## config.mk

```make
export PLATFORM = sky130hd
export DESIGN_NAME = usb_endpoint_control
export DESIGN_NICKNAME = d
export VERILOG_FILES = /design/src/verilog/usb_ep_pkg.sv /design/src/verilog/axil_slave.sv /design/src/verilog/ep_token_policy.sv /design/src/verilog/usb_endpoint_control.sv
export SDC_FILE = /design/constraint.sdc
export NUM_CORES = 1
export LEC_CHECK = 0
export BUFFER_PORTS_ARGS = -buffer_cell sky130_fd_sc_hd__clkbuf_2
export CORE_ASPECT_RATIO = 1.2
export CORE_UTILIZATION = 53
export CTS_BUF_LIST = sky130_fd_sc_hd__clkbuf_4
export CTS_CLUSTER_SIZE = 8
export DETAILED_ROUTE_END_ITERATION = 6
export PLACE_DENSITY = 0.78
export SLEW_MARGIN = 20
export SYNTH_ARGS = -nofsm -noshare
export SYNTH_HDL_FRONTEND = slang
export SYNTH_SLANG_ARGS = --single-unit
```

## constraint.sdc

```tcl
create_clock -name aclk -period 2 [get_ports aclk]
set_clock_uncertainty 0.1 [all_clocks]
set_input_delay 0.4 -clock aclk [delete_from_list [all_inputs] [get_ports aclk]]
set_output_delay 0.4 -clock aclk [all_outputs]
set_load 0.01 [all_outputs]
```

## src/verilog/usb_ep_pkg.sv

```systemverilog
// Purpose: Shared constants and helpers for the USB endpoint control block
// Assumes: AXI4-Lite register bus, 32-bit data, 8-bit byte address
// Notes:   Register offsets are byte addresses, one aligned word each
`default_nettype none
package usb_ep_pkg;
    // ------------------------------------------------------------
    // Register map
    // ------------------------------------------------------------
    localparam int unsigned ADDR_W       = 8;
    localparam int unsigned EP_COUNT     = 16;
    localparam logic [7:0] EP_BASE_OFS   = 8'h00;  // Endpoint n at 4*n
    localparam logic [7:0] IRQ_STAT_OFS  = 8'h40;
    localparam logic [7:0] IRQ_MASK_OFS  = 8'h44;
    localparam logic [7:0] HOST_CTRL_OFS = 8'h48;
    // ------------------------------------------------------------
    // Endpoint control fields
    // ------------------------------------------------------------
    localparam int unsigned LOW_SPEED_DIRECT_BIT = 7;
    localparam int unsigned NAK_RETRY_DIS_BIT    = 6;
    localparam int unsigned CTRL_XFER_DIS_BIT    = 4;
    localparam int unsigned RX_EN_BIT            = 3;
    localparam int unsigned TX_EN_BIT            = 2;
    localparam int unsigned STALLED_BIT          = 1;
    localparam int unsigned HANDSHAKE_BIT        = 0;
    localparam logic [7:0]  CTRL_IMPL_MASK       = 8'hdf;
    localparam logic [7:0]  CTRL_RESET           = 8'h00;
    // ------------------------------------------------------------
    // Interrupt, host control and bus answers
    // ------------------------------------------------------------
    localparam int unsigned IRQ_W          = 2;
    localparam int unsigned IRQ_STALL_BIT  = 0;
    localparam int unsigned IRQ_REJECT_BIT = 1;
    localparam int unsigned HOST_MODE_BIT  = 0;
    localparam logic [1:0]  RESP_OKAY      = 2'h0;
    localparam logic [1:0]  RESP_SLVERR    = 2'h2;

    typedef enum logic [1:0] {
        TOK_OUT   = 2'h1,
        TOK_IN    = 2'h2,
        TOK_SETUP = 2'h3
    } token_kind_e;

    // Word aligned and inside the map
    function automatic logic addr_ok(input logic [7:0] a);
        return (a[1:0] == 2'h0) && (a <= HOST_CTRL_OFS);
    endfunction

    // Endpoint slot of an endpoint-register address
    function automatic logic [3:0] ep_index(input logic [7:0] a);
        return a[5:2];
    endfunction
endpackage
`default_nettype wire

```

## src/verilog/axil_slave.sv

```systemverilog
// Purpose: AXI4-Lite slave front end, one write and one read in flight
// Assumes: Master holds valid and payload until taken
// Notes:   wr_en and rd_en are one-cycle strobes toward the register file
`timescale 1ns/100ps
`default_nettype none
module axil_slave (
    // Clock and reset
    input  wire logic                         aclk,
    input  wire logic                         aresetn,
    // AXI4-Lite
    input  wire logic [usb_ep_pkg::ADDR_W-1:0] s_axi_awaddr,
    input  wire logic                         s_axi_awvalid,
    output logic                              s_axi_awready,
    input  wire logic [31:0]                  s_axi_wdata,
    input  wire logic [3:0]                   s_axi_wstrb,
    input  wire logic                         s_axi_wvalid,
    output logic                              s_axi_wready,
    output logic [1:0]                        s_axi_bresp,
    output logic                              s_axi_bvalid,
    input  wire logic                         s_axi_bready,
    input  wire logic [usb_ep_pkg::ADDR_W-1:0] s_axi_araddr,
    input  wire logic                         s_axi_arvalid,
    output logic                              s_axi_arready,
    output logic [31:0]                       s_axi_rdata,
    output logic [1:0]                        s_axi_rresp,
    output logic                              s_axi_rvalid,
    input  wire logic                         s_axi_rready,
    // Register file side
    output logic                              wr_en,
    output logic [usb_ep_pkg::ADDR_W-1:0]     wr_addr,
    output logic [31:0]                       wr_data,
    output logic [3:0]                        wr_strb,
    output logic                              rd_en,
    output logic [usb_ep_pkg::ADDR_W-1:0]     rd_addr,
    input  wire logic [31:0]                  rd_data
);
    import usb_ep_pkg::*;

    typedef struct packed {
        logic              awready;
        logic              wready;
        logic              arready;
        logic              aw_have;
        logic              w_have;
        logic [ADDR_W-1:0] waddr;
        logic [31:0]       wdata;
        logic [3:0]        wstrb;
        logic              bvalid;
        logic [1:0]        bresp;
        logic              ar_have;
        logic [ADDR_W-1:0] raddr;
        logic              rvalid;
        logic [31:0]       rdata;
        logic [1:0]        rresp;
    } axil_s;

    axil_s q, d;

    // Write strobe fires once both halves are held, read strobe once the address is, each with its answer slot free
    assign wr_en   = q.aw_have && q.w_have && !q.bvalid;
    assign wr_addr = q.waddr;
    assign wr_data = q.wdata;
    assign wr_strb = q.wstrb;
    assign rd_en   = q.ar_have && !q.rvalid;
    assign rd_addr = q.raddr;

    // Next state; readies follow next state so they are plain flops
    always_comb begin
        d = q;
        if (s_axi_awvalid && q.awready) begin
            d.aw_have = 1'b1;
            d.waddr   = s_axi_awaddr;
        end
        if (s_axi_wvalid && q.wready) begin
            d.w_have = 1'b1;
            d.wdata  = s_axi_wdata;
            d.wstrb  = s_axi_wstrb;
        end
        if (q.bvalid && s_axi_bready) begin
            d.bvalid = 1'b0;
        end
        if (wr_en) begin
            d.aw_have = 1'b0;
            d.w_have  = 1'b0;
            d.bvalid  = 1'b1;
            d.bresp   = addr_ok(q.waddr) ? RESP_OKAY : RESP_SLVERR;
        end
        if (s_axi_arvalid && q.arready) begin
            d.ar_have = 1'b1;
            d.raddr   = s_axi_araddr;
        end
        if (q.rvalid && s_axi_rready) begin
            d.rvalid = 1'b0;
        end
        if (rd_en) begin
            d.ar_have = 1'b0;
            d.rvalid  = 1'b1;
            d.rdata   = rd_data;
            d.rresp   = addr_ok(q.raddr) ? RESP_OKAY : RESP_SLVERR;
        end
        d.awready = !d.aw_have && !d.bvalid;
        d.wready  = !d.w_have && !d.bvalid;
        d.arready = !d.ar_have && !d.rvalid;
    end

    // State register
    always_ff @(posedge aclk) begin
        if (!aresetn) begin
            q <= '0;
        end else begin
            q <= d;
        end
    end

    assign s_axi_awready = q.awready;
    assign s_axi_wready  = q.wready;
    assign s_axi_bvalid  = q.bvalid;
    assign s_axi_bresp   = q.bresp;
    assign s_axi_arready = q.arready;
    assign s_axi_rvalid  = q.rvalid;
    assign s_axi_rdata   = q.rdata;
    assign s_axi_rresp   = q.rresp;
endmodule // axil_slave
`default_nettype wire

```

## src/verilog/ep_token_policy.sv

```systemverilog
// Purpose: Decides per token whether an endpoint takes part, and how
// Assumes: Caller presents the addressed endpoint's control byte
// Notes:   Answer is registered, one cycle after the token strobe
`timescale 1ns/100ps
`default_nettype none
module ep_token_policy (
    // Clock and reset
    input  wire logic                    aclk,
    input  wire logic                    aresetn,
    // Token in
    input  wire logic                    tok_valid,
    input  wire logic [3:0]              tok_ep,
    input  wire usb_ep_pkg::token_kind_e tok_kind,
    input  wire logic [7:0]              ep_ctrl,
    input  wire logic                    host_mode,
    // Answer out
    output logic                         ans_valid,
    output logic                         ans_accept,
    output logic                         ans_handshake,
    output logic                         ans_low_speed_direct,
    output logic                         ans_nak_retry,
    output logic                         ans_reject
);
    import usb_ep_pkg::*;

    typedef struct packed {
        logic valid;
        logic accept;
        logic handshake;
        logic low_speed_direct;
        logic nak_retry;
        logic reject;
    } ans_s;

    ans_s q, d;
    logic rx_en, tx_en, both_en, host_ep0, acc;

    assign rx_en    = ep_ctrl[RX_EN_BIT];
    assign tx_en    = ep_ctrl[TX_EN_BIT];
    assign both_en  = rx_en && tx_en;
    assign host_ep0 = host_mode && (tok_ep == 4'h0);

    // Token qualification per direction
    always_comb begin
        unique case (tok_kind)
            TOK_OUT:   acc = rx_en;
            TOK_IN:    acc = tx_en;
            // Control disable only counts with both directions on
            TOK_SETUP: acc = rx_en && !(both_en && ep_ctrl[CTRL_XFER_DIS_BIT]);
            default:   acc = 1'b0;
        endcase
        d                  = '0;
        d.valid            = tok_valid;
        d.accept           = tok_valid && acc;
        d.handshake        = tok_valid && acc && ep_ctrl[HANDSHAKE_BIT];
        d.low_speed_direct = tok_valid && host_ep0 && ep_ctrl[LOW_SPEED_DIRECT_BIT];
        d.nak_retry        = tok_valid && host_ep0 && !ep_ctrl[NAK_RETRY_DIS_BIT];
        d.reject           = tok_valid && !acc;
    end

    // Answer register, cleared between tokens
    always_ff @(posedge aclk) begin
        if (!aresetn) begin
            q <= '0;
        end else begin
            q <= d;
        end
    end

    assign ans_valid            = q.valid;
    assign ans_accept           = q.accept;
    assign ans_handshake        = q.handshake;
    assign ans_low_speed_direct = q.low_speed_direct;
    assign ans_nak_retry        = q.nak_retry;
    assign ans_reject           = q.reject;
endmodule // ep_token_policy
`default_nettype wire

```

## src/verilog/usb_endpoint_control.sv

```systemverilog
// Purpose: Sixteen USB endpoint control registers and token policy
// Assumes: Link logic presents tokens and stall events on aclk
// Notes:   Software reaches all registers over AXI4-Lite
//
// Notes on behaviour
// Host mode, endpoint 0: low-speed direct bit allows talking without hub.
// Host mode, endpoint 0: retry-disable bit stops hardware retrying NAKed transactions.
// Both directions enabled: control-disable bit rejects SETUP, data transfers still allowed.
// Control-disable bit is ignored unless receive and transmit are both enabled.
// Receive-enable bit lets the endpoint accept received data.
// Transmit-enable bit lets the endpoint send data.
// Stalled flag is set by hardware when the endpoint has stalled.
// Handshake-enable bit lets the endpoint send handshakes; off for isochronous.
// Bits 31..8 and bit 5 of each endpoint register read zero.
// Sixteen endpoint registers, every implemented field resets to zero.
`timescale 1ns/100ps
`default_nettype none
module usb_endpoint_control (
    // Clock and reset
    input  wire logic                          aclk,
    input  wire logic                          aresetn,
    // AXI4-Lite write
    input  wire logic [usb_ep_pkg::ADDR_W-1:0] s_axi_awaddr,
    input  wire logic                          s_axi_awvalid,
    output logic                               s_axi_awready,
    input  wire logic [31:0]                   s_axi_wdata,
    input  wire logic [3:0]                    s_axi_wstrb,
    input  wire logic                          s_axi_wvalid,
    output logic                               s_axi_wready,
    output logic [1:0]                         s_axi_bresp,
    output logic                               s_axi_bvalid,
    input  wire logic                          s_axi_bready,
    // AXI4-Lite read
    input  wire logic [usb_ep_pkg::ADDR_W-1:0] s_axi_araddr,
    input  wire logic                          s_axi_arvalid,
    output logic                               s_axi_arready,
    output logic [31:0]                        s_axi_rdata,
    output logic [1:0]                         s_axi_rresp,
    output logic                               s_axi_rvalid,
    input  wire logic                          s_axi_rready,
    // Token from link logic
    input  wire logic                          tok_valid,
    input  wire logic [3:0]                    tok_ep,
    input  wire usb_ep_pkg::token_kind_e       tok_kind,
    // Stall event from link logic
    input  wire logic                          stall_valid,
    input  wire logic [3:0]                    stall_ep,
    // Token answer
    output logic                               ans_valid,
    output logic                               ans_accept,
    output logic                               ans_handshake,
    output logic                               ans_low_speed_direct,
    output logic                               ans_nak_retry,
    // Mode and interrupt
    output logic                               host_mode,
    output logic                               irq
);
    import usb_ep_pkg::*;

    // ------------------------------------------------------------
    // State
    // ------------------------------------------------------------
    typedef struct packed {
        logic [EP_COUNT-1:0][7:0] ctrl;
        logic [IRQ_W-1:0]         irq_stat;
        logic [IRQ_W-1:0]         irq_mask;
        logic                     host_mode;
        logic                     irq;
    } regs_s;

    regs_s q, d;

    logic              wr_en;
    logic [ADDR_W-1:0] wr_addr;
    logic [31:0]       wr_data;
    logic [3:0]        wr_strb;
    logic              rd_en;
    logic [ADDR_W-1:0] rd_addr;
    logic [31:0]       rd_data;
    logic              ans_reject;
    logic              wr_ep;
    logic              rd_ep;

    // Endpoint window decode
    assign wr_ep = wr_addr[1:0] == 2'h0 && wr_addr < IRQ_STAT_OFS;
    assign rd_ep = rd_addr[1:0] == 2'h0 && rd_addr < IRQ_STAT_OFS;

    // ------------------------------------------------------------
    // Bus front end
    // ------------------------------------------------------------
    axil_slave u_bus (
        .aclk          (aclk),
        .aresetn       (aresetn),
        .s_axi_awaddr  (s_axi_awaddr),
        .s_axi_awvalid (s_axi_awvalid),
        .s_axi_awready (s_axi_awready),
        .s_axi_wdata   (s_axi_wdata),
        .s_axi_wstrb   (s_axi_wstrb),
        .s_axi_wvalid  (s_axi_wvalid),
        .s_axi_wready  (s_axi_wready),
        .s_axi_bresp   (s_axi_bresp),
        .s_axi_bvalid  (s_axi_bvalid),
        .s_axi_bready  (s_axi_bready),
        .s_axi_araddr  (s_axi_araddr),
        .s_axi_arvalid (s_axi_arvalid),
        .s_axi_arready (s_axi_arready),
        .s_axi_rdata   (s_axi_rdata),
        .s_axi_rresp   (s_axi_rresp),
        .s_axi_rvalid  (s_axi_rvalid),
        .s_axi_rready  (s_axi_rready),
        .wr_en         (wr_en),
        .wr_addr       (wr_addr),
        .wr_data       (wr_data),
        .wr_strb       (wr_strb),
        .rd_en         (rd_en),
        .rd_addr       (rd_addr),
        .rd_data       (rd_data)
    );

    // ------------------------------------------------------------
    // Token policy
    // ------------------------------------------------------------
    ep_token_policy u_policy (
        .aclk                 (aclk),
        .aresetn              (aresetn),
        .tok_valid            (tok_valid),
        .tok_ep               (tok_ep),
        .tok_kind             (tok_kind),
        .ep_ctrl              (q.ctrl[tok_ep]),
        .host_mode            (q.host_mode),
        .ans_valid            (ans_valid),
        .ans_accept           (ans_accept),
        .ans_handshake        (ans_handshake),
        .ans_low_speed_direct (ans_low_speed_direct),
        .ans_nak_retry        (ans_nak_retry),
        .ans_reject           (ans_reject)
    );

    // ------------------------------------------------------------
    // Read mux
    // ------------------------------------------------------------
    // Reserved bits come back zero from the mask and zero extension
    always_comb begin
        rd_data = 32'h0000_0000;
        if (rd_ep) begin
            rd_data[7:0] = q.ctrl[ep_index(rd_addr)] & CTRL_IMPL_MASK;
        end else if (rd_addr == IRQ_STAT_OFS) begin
            rd_data[IRQ_W-1:0] = q.irq_stat;
        end else if (rd_addr == IRQ_MASK_OFS) begin
            rd_data[IRQ_W-1:0] = q.irq_mask;
        end else if (rd_addr == HOST_CTRL_OFS) begin
            rd_data[HOST_MODE_BIT] = q.host_mode;
        end
    end

    // ------------------------------------------------------------
    // Register update
    // ------------------------------------------------------------
    // Software writes first, hardware events last so a set beats a clear
    always_comb begin
        d = q;
        if (wr_en && wr_strb[0]) begin
            if (wr_ep) begin
                d.ctrl[ep_index(wr_addr)] = wr_data[7:0] & CTRL_IMPL_MASK;
            end else if (wr_addr == IRQ_MASK_OFS) begin
                d.irq_mask = wr_data[IRQ_W-1:0];
            end else if (wr_addr == HOST_CTRL_OFS) begin
                d.host_mode = wr_data[HOST_MODE_BIT];
            end
        end
        // Reading the status word consumes it
        if (rd_en && rd_addr == IRQ_STAT_OFS) begin
            d.irq_stat = '0;
        end
        if (stall_valid) begin
            d.ctrl[stall_ep][STALLED_BIT] = 1'b1;
            d.irq_stat[IRQ_STALL_BIT]     = 1'b1;
        end
        if (ans_reject) begin
            d.irq_stat[IRQ_REJECT_BIT] = 1'b1;
        end
        d.irq = |(d.irq_stat & d.irq_mask);
    end

    // State register, everything zero after reset
    always_ff @(posedge aclk) begin
        if (!aresetn) begin
            q <= '0;
        end else begin
            q <= d;
        end
    end

    assign host_mode = q.host_mode;
    assign irq       = q.irq;
endmodule // usb_endpoint_control
`default_nettype wire

```

# --- Word level (Yosys, flattened, before mapping) ---
# Index checks and enable logic that the tools add are counted.
op_classes:
  n_lt_le_gt_ge: 10
  eq_ne: 8
  mux: 38
  bitwise: 4
  n_reduce_logical: 44
ops:
  columns: ["cell", "n"]
  rows:
  - ["$mux W128", 3]
  - ["$bwmux W128", 1]
  - ["$or A128 B128 Y128", 1]
  - ["$bmux W8 S4", 2]
  - ["$demux W8 S4", 2]
  - ["$eq A8 B7 Y1 const B", 5]
  - ["$mux W35", 1]
  - ["$logic_and A1 B1 Y1", 29]
  - ["$mux W8", 3]
  - ["$lt A4 B5 Y1 const B", 4]
  - ["$le A8 B7 Y1 const B", 2]
  - ["$lt A8 B7 Y1 const B", 2]
  - ["$mux W2", 8]
  - ["$mux W1", 12]
  - ["$logic_not A1 Y1", 10]
  - ["$mux W3", 3]
  - ["$mux W9", 1]
  - ["$ge A4 B1 Y1 const B", 2]
  - ["$mux W6", 1]
  - ["$eq A2 B2 Y1 const B", 2]
  - ["$logic_not A2 Y1", 2]
  - ["$logic_not A4 Y1", 1]
  - ["$reduce_and A4 Y1", 1]
  - ["$pmux W1 S3", 1]
  - ["other kinds (4)", 5]
totals:
  ff_bits: 185
  output_inout_bits: 48
  wordCells: 145

# --- Logic depth before layout (Yosys ltp) ---
depth:
  depth_word: 9
  mapped_depth: 8
  mapped_depth_nobuf: 5

# --- By module ---
# From an unflattened synthesis, not the netlist that was laid out.
unflattened:
  hier_cells: 1122
  area_unflattened_um2: 11182.0
modules_own_cells:
  columns: ["module", "n_inst", "cells_each", "area_per_inst_um2"]
  rows:
  - ["usb_endpoint_control", 1, 607, 6821.5]
  - ["axil_slave", 1, 495, 4161.5]
  - ["ep_token_policy", 1, 20, 198.9]

# --- Least setup slack after synthesis ---
# No wires, ideal clock.
synth_timing:
  path_type: "register to register"
  start: "reg u_bus.q, in the netlist u_bus.rd_addr[2]"
  end: "reg u_bus.q, in the netlist u_bus.s_axi_rdata[0]"
  setup_ps: 133
  arrival_ps: 1903
  t_required_ps: 1767
  setup_slack_ps: -136
  stages_incl_launch_ff: 9
  n_path_buf: 3
  period_less_slack_ps: 2136
  path_cell_list: "dfxtp_1 -> buf_2 -> buf_2 -> buf_2 -> mux4_2 -> mux2i_1 -> nor2_1 -> a21oi_1 -> o22ai_1"
synth_via:
  elab_chain_len: 5
  word_cells_on_any_way: 11
  cone_classes: "order compare (1); eq/ne (3); mux (6); reduce/logical (1)"
synth_lines:
  columns: ["element", "line", "source"]
  rows:
  - ["start: declaration", "axil_slave.sv:57", "axil_s q, d;"]
  - ["start signal: assignment", "axil_slave.sv:109", "q <= '0;"]
  - ["start signal: assignment", "axil_slave.sv:111", "q <= d;"]
  - ["$eq A8 B7 Y1", "usb_endpoint_control.sv:151", "end else if (rd_addr == HOST_CTRL_OFS) begin"]
  - ["$mux W1", "usb_endpoint_control.sv:151", null]
  - ["$mux W1", "usb_endpoint_control.sv:149", "end else if (rd_addr == IRQ_MASK_OFS) begin"]
  - ["$mux W2", "usb_endpoint_control.sv:147", "end else if (rd_addr == IRQ_STAT_OFS) begin"]
  - ["$mux W2 (*)", "usb_endpoint_control.sv:145", "if (rd_ep) begin"]
# Every way passes the cells marked *; elsewhere a longest branch is shown, timed or not. The select of a mux whose other input is x is not followed.
# A chain may end at the register's enable or synchronous reset.

# --- Final worst setup path ---
layout_timing:
  start: "reg u_bus.q, in the netlist u_bus.wr_addr[1]"
  end: "reg q[87] in the netlist's numbering"
layout_via:
  elab_chain_len: 6
  word_cells_on_any_way: 7
  cone_classes: "order compare (1); mux (3); bitwise (1); reduce/logical (2)"
layout_lines:
  columns: ["element", "line", "source"]
  rows:
  - ["$lt A8 B7 Y1 / $logic_not A2 Y1 (equally long branches)", "usb_endpoint_control.sv:85", "assign wr_ep = wr_addr[1:0] == 2'h0 && wr_addr < IRQ_STAT_OFS;"]
  - ["$logic_and A1 B1 Y1 (*)", "usb_endpoint_control.sv:85", null]
  - ["$mux W128 (*)", "usb_endpoint_control.sv:163", "if (wr_ep) begin"]
  - ["$mux W128 (*)", "usb_endpoint_control.sv:162", "if (wr_en && wr_strb[0]) begin"]
  - ["$or A128 B128 Y128 (no line)", null, null]
  - ["$mux W128 (*)", "usb_endpoint_control.sv:175", "if (stall_valid) begin"]
  - ["end signal: assignment", "usb_endpoint_control.sv:188", "q <= '0;"]
  - ["end signal: assignment", "usb_endpoint_control.sv:190", "q <= d;"]
  - ["end: declaration", "usb_endpoint_control.sv:71", "regs_s q, d;"]
# Every way passes the cells marked *; elsewhere a longest branch is shown, timed or not.

==> summary.txt <==
status -> complete, but fails checks
failing checks -> setup timing
GPL Wtd Cong -> 0.834
Async SR Flop Fraction -> 0
antenna violations before repair -> 1
final worst slack -> -44.2 ps
relative slew slack -> 0.479
Boundary Pins -> 119
crit share post-route -> 1.02
hpwl dp -> 12900 um
Tot GR Track Use -> 0.259
Clock Tree Root -> clkbuf_4
nets -> 972
Layout area overhead -> 19.1%
Port Buffers -> 63
vias in the first global route -> 6136
Avg Vias per Cell -> 5.71
fmax -> 489 MHz
Worst Path Arrival -> 2380 ps
Routed Antenna Nets -> 0
CTS tree -> done
max-slew violation count -> 0
Congestion Overflow GR -> 0
routed wire length -> 19800 um
Die X -> 114 um
crit path launch type -> flip-flop
drt wl/cell -> 17.8 um
Most used DFF post-synth -> dfxtp_1
Netlist cell types -> 50
Slew @ Worst Pin -> 781 ps
WP data required -> 2330 ps
Hold Path Class -> in2reg
Sequential Area -> 3310 um2
Post-Syn Instances -> 788
worst-skew pair later-pin latency -> 560 ps
layout cells sized above 1 -> 0.260
max-cap viol count -> 0
drt first-iter violations -> 692
Starting Density -> 0.547
Power, Total -> 6.14 mW
VDD IR max -> 0.000337 V
core box area -> 14500 um2
pre-CTS setup slack -> -345 ps
largest net degree at the start of global routing -> 149
DRT Pass-1 Iters -> 5
Crit. End Element -> flip-flop
fillcell total -> 1094
synth warn -> 0
critical path class -> reg2reg
final hold violation count -> 0
Num CTS Buffers -> 17
die height -> 136 um
Post-synth EDFFs -> 0
synthesized flop and latch total -> 165
Syn Std Cell Area -> 7920 um2
CTS clk-pin slew, worst paths -> 130 ps
die area -> 15400 um2
largest fanout on the critical path -> 7
via count -> 6365
hold slack -> 50.5 ps
Power Dens Cells -> 651 nW/um2
area of the multi-input gates -> 4230 um2
sequential-to-total area share from yosys stat -> 0.417
Sink Count -> 165
DRC Markers -> 0
LEAKAGE -> 4.36 nW
final setup violation count -> 21
Clock H-tree levels -> 4
first-pass GRT wire length -> 30700 um
Min Clock Period, post-route -> 2040 ps
unrepaired setup endpoints after global routing -> yes
Longest Clk Path Bufs -> 2
FP Rows -> 48
Avg Cell Area, Syn -> 10.0 um2
==> through the flow <==
| stage | cells | setup TNS (ps) | area [um2] | util |
|---|---|---|---|---|
| floorplan | 814 | -265 | 8020 | - |
| global placement | 1047 | -919 | 8590 | 0.594 |
| detailed placement | 1047 | -1580 | 8590 | 0.594 |
| CTS | 1106 | 0 | 9220 | 0.637 |
| global route | 1114 | -3000 | 9430 | 0.651 |
| finish | 1114 | -422 | 9430 | 0.651 |
==> logic make-up after synthesis <==
logic type,share of synthesized area
other cells,0.000474
buf+inv,0.0691
compound gates,0.0590
mux,0.292
simple gates,0.162
flops,0.417
==> path summary, 6_finish.rpt <==
check / cells after the start / endpoint / slack, ps / startpoint
setup / recovery: 8 / q[87] / -40 / u_bus.wr_addr[1]
hold / removal: 3 / u_bus.s_axi_bvalid / 50 / s_axi_bready
setup reg to reg: 8 / q[87] / -40 / u_bus.wr_addr[1]
hold reg to reg: 2 / u_bus.s_axi_rdata[3] / 350 / u_bus.s_axi_rdata[3]
==> per-layer routing <==
layer / global-route usage / vias up / part of all wire
met1: 0.305 / 3091 / 0.41
met2: 0.466 / 270 / 0.51
met5: 0 / - / 0
met4: 0.107 / 0 / 0.027
met3: 0.0424 / 46 / 0.056
li1: - / 2958 / -
==> critical path, stage by stage (launching register included) <==
cell	delay, ps
dfxtp_2	340
or3_1	370
buf_6	160
nor4_4	300
buf_6	170
nand2_1	90
buf_4	160
mux2i_1	140
a21oi_1	80
==> layout by cell type (no fill, tap or decap), types with 4 or more instances in the layout <==
| cell type | instances |
|---|---|
| a21oi_1 | 55 |
| a21oi_2 | 4 |
| and2_1 | 5 |
| and3_1 | 5 |
| buf_12 | 5 |
| buf_4 | 51 |
| buf_6 | 13 |
| bufinv_16 | 4 |
| clkbuf_2 | 63 |
| clkbuf_4 | 18 |
| conb_1 | 27 |
| dfxtp_1 | 162 |
| dlygate4sd3_1 | 26 |
| inv_1 | 5 |
| inv_2 | 5 |
| mux2_2 | 4 |
| mux2i_1 | 108 |
| mux4_1 | 14 |
| mux4_2 | 35 |
| nand2_1 | 91 |
| nand2_2 | 5 |
| nand2b_1 | 5 |
| nand3_1 | 23 |
| nor2_1 | 100 |
| nor2b_1 | 6 |
| nor4_4 | 4 |
| o21ai_1 | 4 |
==> report_power, final <==
group	leakage, nW	switching [mW]	internal (mW)
registers	1.34	0.0775	3.34
logic	2.86	0.319	0.244
clock network	0.164	1.17	0.997
total	4.36	1.56	4.58
==> synthesized netlist by cell type, types with 2 or more instances <==
| cell type | number | share of area |
|---|---|---|
| o21ai_0 | 6 | 0.0038 |
| a31oi_1 | 2 | 0.0016 |
| a211oi_1 | 2 | 0.0019 |
| nand2_1 | 96 | 0.046 |
| buf_1 | 3 | 0.0014 |
| nor3b_1 | 2 | 0.0019 |
| nor4_1 | 2 | 0.0016 |
| or4_1 | 3 | 0.0028 |
| nor3_1 | 3 | 0.0019 |
| o22ai_1 | 2 | 0.0016 |
| a21oi_1 | 59 | 0.037 |
| nor4_4 | 4 | 0.011 |
| or3_1 | 3 | 0.0024 |
| buf_6 | 2 | 0.0028 |
| mux2i_1 | 110 | 0.14 |
| mux4_2 | 33 | 0.094 |
| mux2_2 | 4 | 0.0057 |
| and3b_1 | 2 | 0.0022 |
| and3_1 | 5 | 0.0040 |
| clkbuf_1 | 47 | 0.022 |
| nor2_1 | 100 | 0.047 |
| inv_1 | 11 | 0.0052 |
| mux4_1 | 16 | 0.053 |
| nand3_1 | 25 | 0.016 |
| o31ai_1 | 2 | 0.0019 |
| nand2b_1 | 5 | 0.0040 |
| nand3b_1 | 3 | 0.0028 |
| dfxtp_1 | 165 | 0.42 |
| nor2b_1 | 6 | 0.0047 |
| a21o_1 | 2 | 0.0019 |
| buf_2 | 5 | 0.0032 |
| buf_4 | 36 | 0.034 |
| and2_1 | 5 | 0.0040 |
==> cell type report <==
class                           count  share of cell area
Clock inverter                     13              0.0194
Sequential cell                   165               0.351
Antenna cell                        1            0.000265
Timing Repair Buffer              161               0.135
Clock buffer                       18              0.0143
Inverter                           11             0.00465
Multi-Input combinational cell    545               0.449
Tap cell                          200              0.0265
==> what timing repair did <==
action / CTS / global route
pin swaps: 5 / 11
gates cloned: 0 / 3
setup buffers: 2 / 4
setup endpoints to repair: 70 / 92
gates resized for setup: 7 / 41
hold buffers: 26 / 0
hold endpoints to repair: 27 / 0
(Power assumes the default switching activity.)
